$ cat config.mk
export PLATFORM = sky130hd
export DESIGN_NAME = sac_core
export DESIGN_NICKNAME = d
export VERILOG_FILES = /design/src/pkg/sac_pkg.sv /design/src/core/sac_core.sv
export SDC_FILE = /design/constraint.sdc
export NUM_CORES = 1
export LEC_CHECK = 0
export BUFFER_PORTS_ARGS = -buffer_cell sky130_fd_sc_hd__buf_2
export CAP_MARGIN = 0
export CELL_PAD_IN_SITES_DETAIL_PLACEMENT = 2
export CELL_PAD_IN_SITES_GLOBAL_PLACEMENT = 2
export CORE_MARGIN = 4
export CORE_UTILIZATION = 29
export CTS_BUF_LIST = sky130_fd_sc_hd__clkbuf_16
export CTS_CLUSTER_DIAMETER = 120
export DETAILED_ROUTE_END_ITERATION = 12
export GPL_TIMING_DRIVEN = 0
export PLACE_DENSITY = 0.86
export SYNTH_ARGS = -nofsm -noshare
export SYNTH_HDL_FRONTEND = slang
export SYNTH_SLANG_ARGS = --single-unit
$ cat constraint.sdc
create_clock -name clk_sys -period 2.88 [get_ports clk_sys]
set_clock_uncertainty 0.15 [all_clocks]
set_input_delay 0.288 -clock clk_sys [delete_from_list [all_inputs] [get_ports clk_sys]]
set_output_delay 0.288 -clock clk_sys [all_outputs]
set_load 0.02 [all_outputs]
$ cat src/pkg/sac_pkg.sv
// shared constants and carrier types for the converter control block
package sac_pkg;

	// ------------------------------------------------------------
	// register map: printed indices, byte address is four times index
	// ------------------------------------------------------------
	localparam int          ADDR_W           = 10;
	localparam logic [7:0]  IDX_CONTROL      = 8'h34;
	localparam logic [7:0]  IDX_STATUS       = 8'h35;
	localparam logic [7:0]  IDX_RESULT_LOW   = 8'h36;
	localparam logic [7:0]  IDX_RESULT_HIGH  = 8'h37;

	// ------------------------------------------------------------
	// field positions
	// ------------------------------------------------------------
	localparam int          CTL_START_BIT    = 7;
	localparam int          CTL_MODE_LSB     = 5;
	localparam int          CTL_GATE_BIT     = 4;
	localparam int          CTL_CHAN_LSB     = 0;
	localparam int          STS_DONE_BIT     = 7;
	localparam int          STS_BUSY_BIT     = 6;
	localparam int          STS_TIME_LSB     = 0;

	// ------------------------------------------------------------
	// reset values
	// ------------------------------------------------------------
	localparam logic [7:0]  CONTROL_RESET    = 8'h00;
	localparam logic [2:0]  TIME_RESET       = 3'h0;
	localparam logic [9:0]  RESULT_RESET     = 10'h000;

	// ------------------------------------------------------------
	// operating modes
	// ------------------------------------------------------------
	localparam logic [1:0]  MODE_STOP        = 2'h0;
	localparam logic [1:0]  MODE_SINGLE      = 2'h1;
	localparam logic [1:0]  MODE_RESERVED    = 2'h2;
	localparam logic [1:0]  MODE_REPEAT      = 2'h3;

	// ------------------------------------------------------------
	// conversion lengths in high-frequency clock periods (clk_sys)
	// ------------------------------------------------------------
	localparam int          CNT_W            = 11;
	localparam logic [10:0] CONV_CYC_0       = 11'd39;
	localparam logic [10:0] CONV_CYC_1       = 11'd78;
	localparam logic [10:0] CONV_CYC_2       = 11'd156;
	localparam logic [10:0] CONV_CYC_3       = 11'd312;
	localparam logic [10:0] CONV_CYC_4       = 11'd624;
	localparam logic [10:0] CONV_CYC_5       = 11'd1248;

	// ------------------------------------------------------------
	// carriers
	// ------------------------------------------------------------
	typedef struct packed {
		logic [ADDR_W-1:0] address;
		logic              read;
		logic              write;
		logic [31:0]       writedata;
		logic [3:0]        byteenable;
	} sac_av_req_t;

	typedef struct packed {
		logic              waitreq;
		logic [31:0]       rdata;
		logic              start;
		logic [1:0]        mode;
		logic              gate;
		logic [3:0]        chan;
		logic [2:0]        ctime;
		logic              busy;
		logic              done;
		logic              irq;
		logic              low_pend;
		logic [CNT_W-1:0]  cnt;
		logic [9:0]        result;
		logic [7:0]        chan_en;
	} sac_state_t;

endpackage

$ cat src/core/sac_core.sv
// control, status and result registers of the 10-bit successive approximation converter
`timescale 1ns/1ps

module sac_core
	import sac_pkg::*;
(
	input  wire logic                 clk_sys,
	input  wire logic                 sys_rst,
	input  wire sac_pkg::sac_av_req_t av_req,
	output logic                      avs_waitrequest,
	output logic [31:0]               avs_readdata,
	input  wire logic                 low_power_entry,
	input  wire logic [9:0]           analog_value,
	output logic [7:0]                channel_enable,
	output logic                      sample_active,
	output logic                      conversion_done_interrupt
);
	import sac_pkg::*;

	// ------------------------------------------------------------
	// helpers
	// ------------------------------------------------------------

	// true when the address equals the byte address of a register index
	function automatic logic hit(input logic [ADDR_W-1:0] addr, input logic [7:0] idx);
		hit = (addr == {idx, 2'b00});
	endfunction

	// conversion length for a time code; reserved codes take the longest
	function automatic logic [CNT_W-1:0] conv_cycles(input logic [2:0] code);
		unique case (code)
			3'h0:    conv_cycles = CONV_CYC_0;
			3'h1:    conv_cycles = CONV_CYC_1;
			3'h2:    conv_cycles = CONV_CYC_2;
			3'h3:    conv_cycles = CONV_CYC_3;
			3'h4:    conv_cycles = CONV_CYC_4;
			default: conv_cycles = CONV_CYC_5;
		endcase
	endfunction

	// one-hot input enable from gate and channel code
	function automatic logic [7:0] chan_onehot(input logic gate, input logic [3:0] chan);
		chan_onehot = 8'h00;
		if (gate && !chan[3]) begin
			chan_onehot = 8'h01 << chan[2:0];
		end
	endfunction

	// ------------------------------------------------------------
	// state
	// ------------------------------------------------------------
	sac_state_t q;
	sac_state_t d;

	logic       accept;
	logic       commit;
	logic       rd_accept;
	logic       wr_commit;
	logic       wr_lane0;
	logic [7:0] wd;
	logic [7:0] rmux;
	logic       mode_runs;

	// bus phases: accept samples the request, commit is the acknowledged edge
	assign accept    = (av_req.read || av_req.write) && q.waitreq;
	assign commit    = (av_req.read || av_req.write) && !q.waitreq;
	assign rd_accept = accept && av_req.read;
	assign wr_lane0  = av_req.byteenable[0];
	assign wr_commit = commit && av_req.write && wr_lane0;
	assign wd        = av_req.writedata[7:0];
	assign mode_runs = (q.mode == MODE_SINGLE) || (q.mode == MODE_REPEAT);

	// ------------------------------------------------------------
	// read data mux
	// ------------------------------------------------------------

	// status bits 5..3 are wired to zero, so written junk never shows
	always_comb begin
		rmux = 8'h00;
		if (hit(av_req.address, IDX_CONTROL)) begin
			rmux = {q.start, q.mode, q.gate, q.chan};
		end else if (hit(av_req.address, IDX_STATUS)) begin
			rmux = {q.done, q.busy, 3'b000, q.ctime};
		end else if (hit(av_req.address, IDX_RESULT_LOW)) begin
			rmux = q.result[7:0];
		end else if (hit(av_req.address, IDX_RESULT_HIGH)) begin
			rmux = {6'b000000, q.result[9:8]};
		end
	end

	// ------------------------------------------------------------
	// next state
	// ------------------------------------------------------------

	// later sections override earlier ones: read clear, engine, start, write, power
	always_comb begin
		d     = q;
		d.irq = 1'b0;

		// bus handshake: one wait cycle, then one acknowledged cycle
		d.waitreq = 1'b1;
		if (accept) begin
			d.waitreq = 1'b0;
		end
		if (rd_accept) begin
			d.rdata = {24'h000000, rmux};
		end

		// read side effects happen where the data is captured
		if (rd_accept && hit(av_req.address, IDX_RESULT_LOW)) begin
			d.low_pend = 1'b1;
		end
		if (rd_accept && hit(av_req.address, IDX_RESULT_HIGH)) begin
			d.done     = 1'b0;
			d.low_pend = 1'b0;
		end

		// conversion engine; a set of done here wins over the read clear
		if (q.busy) begin
			if (q.cnt == 11'd1) begin
				if (!q.low_pend) begin
					d.result = analog_value;
					d.done   = 1'b1;
					d.irq    = 1'b1;
				end
				if (q.mode == MODE_REPEAT) begin
					d.cnt = conv_cycles(q.ctime);
				end else begin
					d.busy = 1'b0;
				end
			end else begin
				d.cnt = q.cnt - 11'd1;
			end
		end

		// start: one cycle after the write, so latency stays far under the limit
		if (q.start && !q.busy && mode_runs) begin
			d.start = 1'b0;
			d.busy  = 1'b1;
			d.cnt   = conv_cycles(q.ctime);
			if (q.mode == MODE_SINGLE) begin
				d.done = 1'b0;
			end
		end

		// register writes take effect on the acknowledged edge only
		if (wr_commit && hit(av_req.address, IDX_CONTROL)) begin
			d.start = wd[CTL_START_BIT];
			d.mode  = wd[CTL_MODE_LSB +: 2];
			d.gate  = wd[CTL_GATE_BIT];
			d.chan  = wd[CTL_CHAN_LSB +: 4];
			if (wd[CTL_MODE_LSB +: 2] == MODE_STOP) begin
				d.busy     = 1'b0;
				d.done     = 1'b0;
				d.irq      = 1'b0;
				d.result   = RESULT_RESET;
				d.low_pend = 1'b0;
			end
		end
		if (wr_commit && hit(av_req.address, IDX_STATUS)) begin
			d.ctime = wd[STS_TIME_LSB +: 3];                          // bit 3 ignored
		end

		// power mode entry overrides start, mode, gate and the engine, including a completion
		if (low_power_entry) begin
			d.start    = 1'b0;
			d.mode     = MODE_STOP;
			d.gate     = 1'b0;
			d.busy     = 1'b0;
			d.done     = 1'b0;
			d.irq      = 1'b0;
			d.result   = RESULT_RESET;
			d.low_pend = 1'b0;
		end

		d.chan_en = chan_onehot(d.gate, d.chan);
	end

	// ------------------------------------------------------------
	// state register
	// ------------------------------------------------------------

	// synchronous reset; every field takes a constant
	always_ff @(posedge clk_sys) begin
		if (sys_rst) begin
			q.waitreq  <= 1'b1;
			q.rdata    <= 32'h00000000;
			q.start    <= CONTROL_RESET[CTL_START_BIT];
			q.mode     <= CONTROL_RESET[CTL_MODE_LSB +: 2];
			q.gate     <= CONTROL_RESET[CTL_GATE_BIT];
			q.chan     <= CONTROL_RESET[CTL_CHAN_LSB +: 4];
			q.ctime    <= TIME_RESET;
			q.busy     <= 1'b0;
			q.done     <= 1'b0;
			q.irq      <= 1'b0;
			q.low_pend <= 1'b0;
			q.cnt      <= 11'h000;
			q.result   <= RESULT_RESET;
			q.chan_en  <= 8'h00;
		end else begin
			q <= d;
		end
	end

	// ------------------------------------------------------------
	// outputs, all straight from state flops
	// ------------------------------------------------------------
	assign avs_waitrequest           = q.waitreq;
	assign avs_readdata              = q.rdata;
	assign channel_enable            = q.chan_en;
	assign sample_active             = q.busy;
	assign conversion_done_interrupt = q.irq;

endmodule

==> reports/metrics.csv, run 1 <==
metric,value,unit
outcome,"complete, no violations",
io_pins,104,
layout-drive-gt1-share,0.304,
grt_overflow_total,0,
synthAdderAreaFrac,0.00832,
cts_resized,1,
drt-initial-drc-count,157,
post_cts_buffers,0,
whs,0.0619,ns
criticalPathCategory,flop to flop,
antenna_found_initial,0,
die_x,110,um
top_layer,met4,
ys_ff_latch,53,
finalCritPeriodShare,0.930,
dr.pass1.iters,6,
slew_headroom,0.219,
num_vias,2851,
fp.coreArea,9950,um^2
finalWeightedCongestion,0.924,
route.met2.wl,5360,um
synth_top_family_by_area,simple AND/OR/NAND/NOR gates,
cts_tree,yes,
hold_viol_final,0,
root_buffer,clkbuf_16,
area_growth_syn_to_layout,21.7,%
synth_area,3010,um^2
synthTopCellsByArea,"dfxtp_1, buf_4, mux2i_1, nor2_1, nand2_1",
synth_top_area_share,0.353,
cts_max_level,2,
insertion_delay,0.30,ns
cellPowerDensity,406,nW/um^2
synth_compound_area_frac,0.153,
drv_cap,0,
seq_area_frac_synth,0.353,
rsz0062_at_grt,no,
ys_warn_count,0,
peakVddDrop,0.211,mV
drc,0,
cp.arrival,2.69,ns
required,2.89,ns
cts_buffers,5,
synthDistinctLibCells,66,
die_h,110,um
worstPathMaxFanout,6,
wl_met1,4500,um
finalWirelength,10600,um
fp-row-count,36,
hpwlAfterDp,7420,um
power,1.49,mW
tightest_slew,1.16,ns
first_global_vias,3029,
initial_core_util,0.302,
syn-instance-count,345,
ys_async_sr_fraction,0,
syn_area_per_cell,8.71,um^2
synth_flop_cell,dfxtp_1,
synth_xor_area_frac,0.00874,
clkTransAtPathRegs,0.08,ns
r2r_slack,0.20,ns
power.leakage,1.52,nW
fin_crit,2.68,ns
critPathLaunchType,flop,
netlist.top_cell.by_area,dfxtp_1,
synth_enable_flop_cells,0,
grt_pass1_wl,16400,um
die-area,12100,um^2
setup_tns,0,ns
fmax,373,MHz
ctsHoldBuffers,0,
grt_max_degree,18,
wl_met3,523,um
muxShareOfSynthArea,0.104,
grt_usage,0.178,
port_buffers,49,
antennaDiodeCount,0,
clockBufferDepth,2,
drv_slew,0,
via_per_inst,5.11,
route.detailed.wl_per_inst,18.9,um
setup_viol,0,
clkSinkCount,53,
synth-simple-area-share,0.233,
hold_class,primary input to flop,
ant_nets,0,
final_core_util,0.368,
fin_nets,487,
critPathCaptureType,flop,
==> cell usage in the layout, fill, tap and decap left out, types with 3 or more instances in the layout <==
| cell | n |
|---|---|
| a21oi_1 | 16 |
| clkbuf_1 | 9 |
| buf_4 | 42 |
| conb_1 | 24 |
| dfxtp_1 | 53 |
| nor4_1 | 4 |
| o32ai_1 | 3 |
| clkbuf_16 | 5 |
| buf_2 | 52 |
| inv_1 | 5 |
| mux2_2 | 3 |
| a22oi_1 | 10 |
| nor2_1 | 45 |
| nor3_1 | 5 |
| nand3_1 | 5 |
| buf_6 | 3 |
| nor2b_1 | 5 |
| mux2i_1 | 20 |
| nand2_1 | 37 |
| o21ai_0 | 10 |
| nor3b_1 | 5 |
==> area by class of cell <==
cell class | count | area (um^2)
Multi-Input combinational cell | 253 | 1620
Tap cell | 133 | 166
Timing Repair Buffer | 49 | 245
Clock buffer | 5 | 125
Buffer | 57 | 398
Fill cell | 1154 | 6300
Inverter | 5 | 18.8
Sequential cell | 53 | 1060
Clock inverter | 3 | 22.5
==> Yosys cell counts (3+ instances only) <==
library cell	instances
o21ai_0	10
nand2_1	37
clkbuf_1	9
mux2_2	3
nor2_1	45
nor3b_1	5
nand3_1	5
nor4_1	4
mux2i_1	20
nor3_1	5
o32ai_1	3
a22oi_1	10
a21oi_1	16
inv_1	5
buf_2	3
buf_4	42
dfxtp_1	53
nor2b_1	5
buf_6	3
==> path summary, 6_finish.rpt <==
check / startpoint / to / depth (start not counted)
max: q[18] / q[20] / 7
max reg2reg: q[18] / q[20] / 7
min reg2reg: avs_waitrequest / avs_waitrequest / 1
min: av_req[37] / avs_waitrequest / 2
==> report_power, final <==
part	internal, mW	total (mW)	leakage, nW	switching (mW)
sequential	0.733	0.734	0.427	0.000826
clock	0.325	0.625	0.0738	0.300
combinational	0.0487	0.127	1.02	0.0779
total	1.11	1.49	1.52	0.378
==> logic make-up (layout without fill, tap and decap cells) <==
logic type                 Yosys count  in the layout
other                                1             24
DFF                                 53             53
buffers and inverters               62            119
and+or+nand+nor                    132            132
muxes                               27             27
AOI/OAI and AO/OA                   65             65
adders and majority gates            2              2
xor gates and xnor gates             3              3
==> flip-flops by register name (all words and copies together) (netlist names) <==
name                       flops
q                             34
avs_readdata                   8
channel_enable                 8
avs_waitrequest                1
conversion_done_interrupt      1
sample_active                  1
==> routing by layer <==
metal	vias up	GRT usage
met1	1432	0.225
li1	1311	-
met2	94	0.307
met5	-	0
met4	0	0.0606
met3	14	0.0241
==> critical path, cell delays in order (launching register included) <==
cell and delay (ns):
dfxtp_1 0.43, ha_1 0.19, or4b_4 0.46, buf_6 0.15, nor4_4 0.38, mux2_1 0.37
a221oi_1 0.33, nor3_2 0.07
==> stage by stage <==
step	cell area (um^2)	worst slack (ns)	std cells
3_3_place_gp	3500	0.223	550
4_1_cts	3660	0.219	558
5_1_grt	3660	0.0371	558
6_report	3660	0.201	558
2_1_floorplan	3090	0.495	368
3_5_place_dp	3500	0.0443	550
Power figures use the tool's default switching activity.
==> inputs of run 2 (changes only) <==
CELL_PAD_IN_SITES_DETAIL_PLACEMENT = 0   (was 2)
CELL_PAD_IN_SITES_GLOBAL_PLACEMENT = 1   (was 2)
CORE_UTILIZATION = 37   (was 29)
==> reports/metrics.csv, run 2 (synthesis results as in run 1) <==
metric,value,unit,change
outcome,"complete, no violations",,
critPathLaunchType,flop,,
drc,0,,unchanged
largest_reg_flops,34,,unchanged
cellPowerDensity,398,nW/um^2,-1.9%
fp-row-count,32,,-11%
worstHoldStart,av_req[37],,
r2r_start,q[18],,
drv_slew,0,,unchanged
clockBufferDepth,2,,unchanged
max_stage_delay,0.46,ns,about the same
fin_crit,2.61,ns,-0.0677 ns
final_common_cell,dfxtp_1,,
ff_latch_area,1060,um^2,unchanged
final_cell_mix,"dfxtp_1, buf_2, nor2_1",,
insertion_delay,0.29,ns,about the same
ant_nets,0,,unchanged
layout-drive-gt1-share,0.301,,-0.00235
worstPathMaxFanout,6,,unchanged
fmax,383,MHz,+2.6%
cts_max_level,2,,unchanged
antennaDiodeCount,0,,unchanged
fp.coreArea,7810,um^2,-22%
power.leakage,1.51,nW,-0.43%
crit_path_start,q[18],,
peakVddDrop,0.209,mV,-0.97%
ctsHoldBuffers,0,,unchanged
num-fill-cells,799,,-31%
via_per_inst,5.00,,-2.1%
finalWeightedCongestion,0.942,,+1.9%
route.detailed.wl_per_inst,14.3,um,-25%
hpwlAfterDp,5900,um,-21%
fin_nets,487,,unchanged
r2r_slack,0.27,ns,+0.07 ns
tightest_slew,0.992,ns,-0.171 ns
grt_usage,0.156,,-0.0215
finalCritPeriodShare,0.907,,-0.0235
cts_buffers,5,,unchanged
area_growth_syn_to_layout,20.3,%,
setup_viol,0,,unchanged
grt_overflow_total,0,,unchanged
cp.arrival,2.62,ns,-0.07 ns
multi_input_area,1620,um^2,unchanged
clkSinkCount,53,,unchanged
cp_slowest_cell,or4b_4,,
r2r_cells,7,,unchanged
cts_tree,yes,,
critPathCaptureType,flop,,
drt-initial-drc-count,139,,-11%
die_h,98.1,um,-11%
drv_cap,0,,unchanged
largest_register,q,,
grt_pass1_wl,12500,um,-24%
final_core_util,0.463,,+0.0956
first_global_vias,2595,,-14%
rsz0062_at_grt,no,,
grt_max_degree,17,,-1
slew_headroom,0.334,,+0.115
antenna_found_initial,0,,unchanged
timing.rr.end,q[20],,
setup_ws,0.268,ns,+0.0677 ns
crit_chain,ha_1 -> or4b_4 -> buf_6 -> nor4_4 -> mux2_1 -> a221oi_1 -> nor3_2,,
io_pins,104,,unchanged
root_buffer,clkbuf_16,,
hold_viol_final,0,,unchanged
pre_cts_ws,0.0921,ns,+0.0479 ns
num_vias,2635,,-7.6%
endpoint,q[20],,
setup_tns,0,ns,unchanged
die_x,98.1,um,-11%
hold_class,primary input to flop,,
finalWirelength,7510,um,-29%
port_buffers,49,,unchanged
dr.pass1.iters,4,,-2
clkTransAtPathRegs,0.06,ns,-0.02 ns
die-area,9630,um^2,-20%
criticalPathCategory,flop to flop,,
required,2.88,ns,about the same
initial_core_util,0.385,,+0.0831
==> run 2: cell types whose count changed in the layout (fill, tap and decap cells not counted) <==
cell        change
clkinv_2        -1
clkinv_4        -2
clkinvlp_4      +2
inv_1           +1
==> run 2: critical path, delay by kind of cell (launching register included) <==
kind / cells / cell delay [ns]
buf+inv: 1 / 0.15
flops: 1 / 0.42
simple gates: 3 / 0.90
compound gates: 1 / 0.31
mux: 1 / 0.36
fa+ha+maj: 1 / 0.19
==> run 2: timing repair <==
item,in CTS,in global routing
gates resized for setup,0,1
setup buffers,0,0
endpoints found under the setup margin,0,4
==> run 2: per-stage QoR <==
step                power (mW)  std cells  hold slack [ns]  cell area, um^2
floorplan                0.834        368            0.254             3090
global placement         0.870        519            0.264             3470
detailed placement       0.870        519            0.284             3470
CTS                       1.44        527           0.0743             3610
global route              1.48        527           0.0898             3620
finish                    1.44        527           0.0752             3620
==> run 2: worst min path at each step <==
stage                                 end  slack [ns]  cells past startpoint
final                     avs_waitrequest        0.08                      2
after CTS                 avs_waitrequest        0.07                      2
after global routing      avs_waitrequest        0.09                      2
after global placement    avs_waitrequest        0.26                      1
after floorplan           avs_waitrequest        0.25                      1
after detailed placement  avs_waitrequest        0.28                      1
==> run 2: where the power goes <==
group	total, mW	leakage, nW	switching (mW)	internal, mW
sequential	0.734	0.427	0.000832	0.733
combinational	0.121	1.02	0.0721	0.0486
clock	0.585	0.0672	0.266	0.319
total	1.44	1.51	0.339	1.10
==> run 2: layer usage <==
layer	global-route usage	wire (um)	vias up	share of wire
li1	-	-	1313	-
met1	0.218	3540	1222	0.47
met2	0.240	3320	95	0.44
met3	0.0386	568	5	0.076
met4	0.0452	74	0	0.0099
met5	0	0	-	0
==> run 2: area by class of cell <==
cell class              instances  share of cell area
well taps                     102              0.0353
inverters                       5             0.00519
flip-flops and latches         53               0.293
clock inverters                 3             0.00519
repair buffers                 49              0.0678
plain buffers                  57               0.110
clock buffers                   5              0.0346
multi-input cells             253               0.448
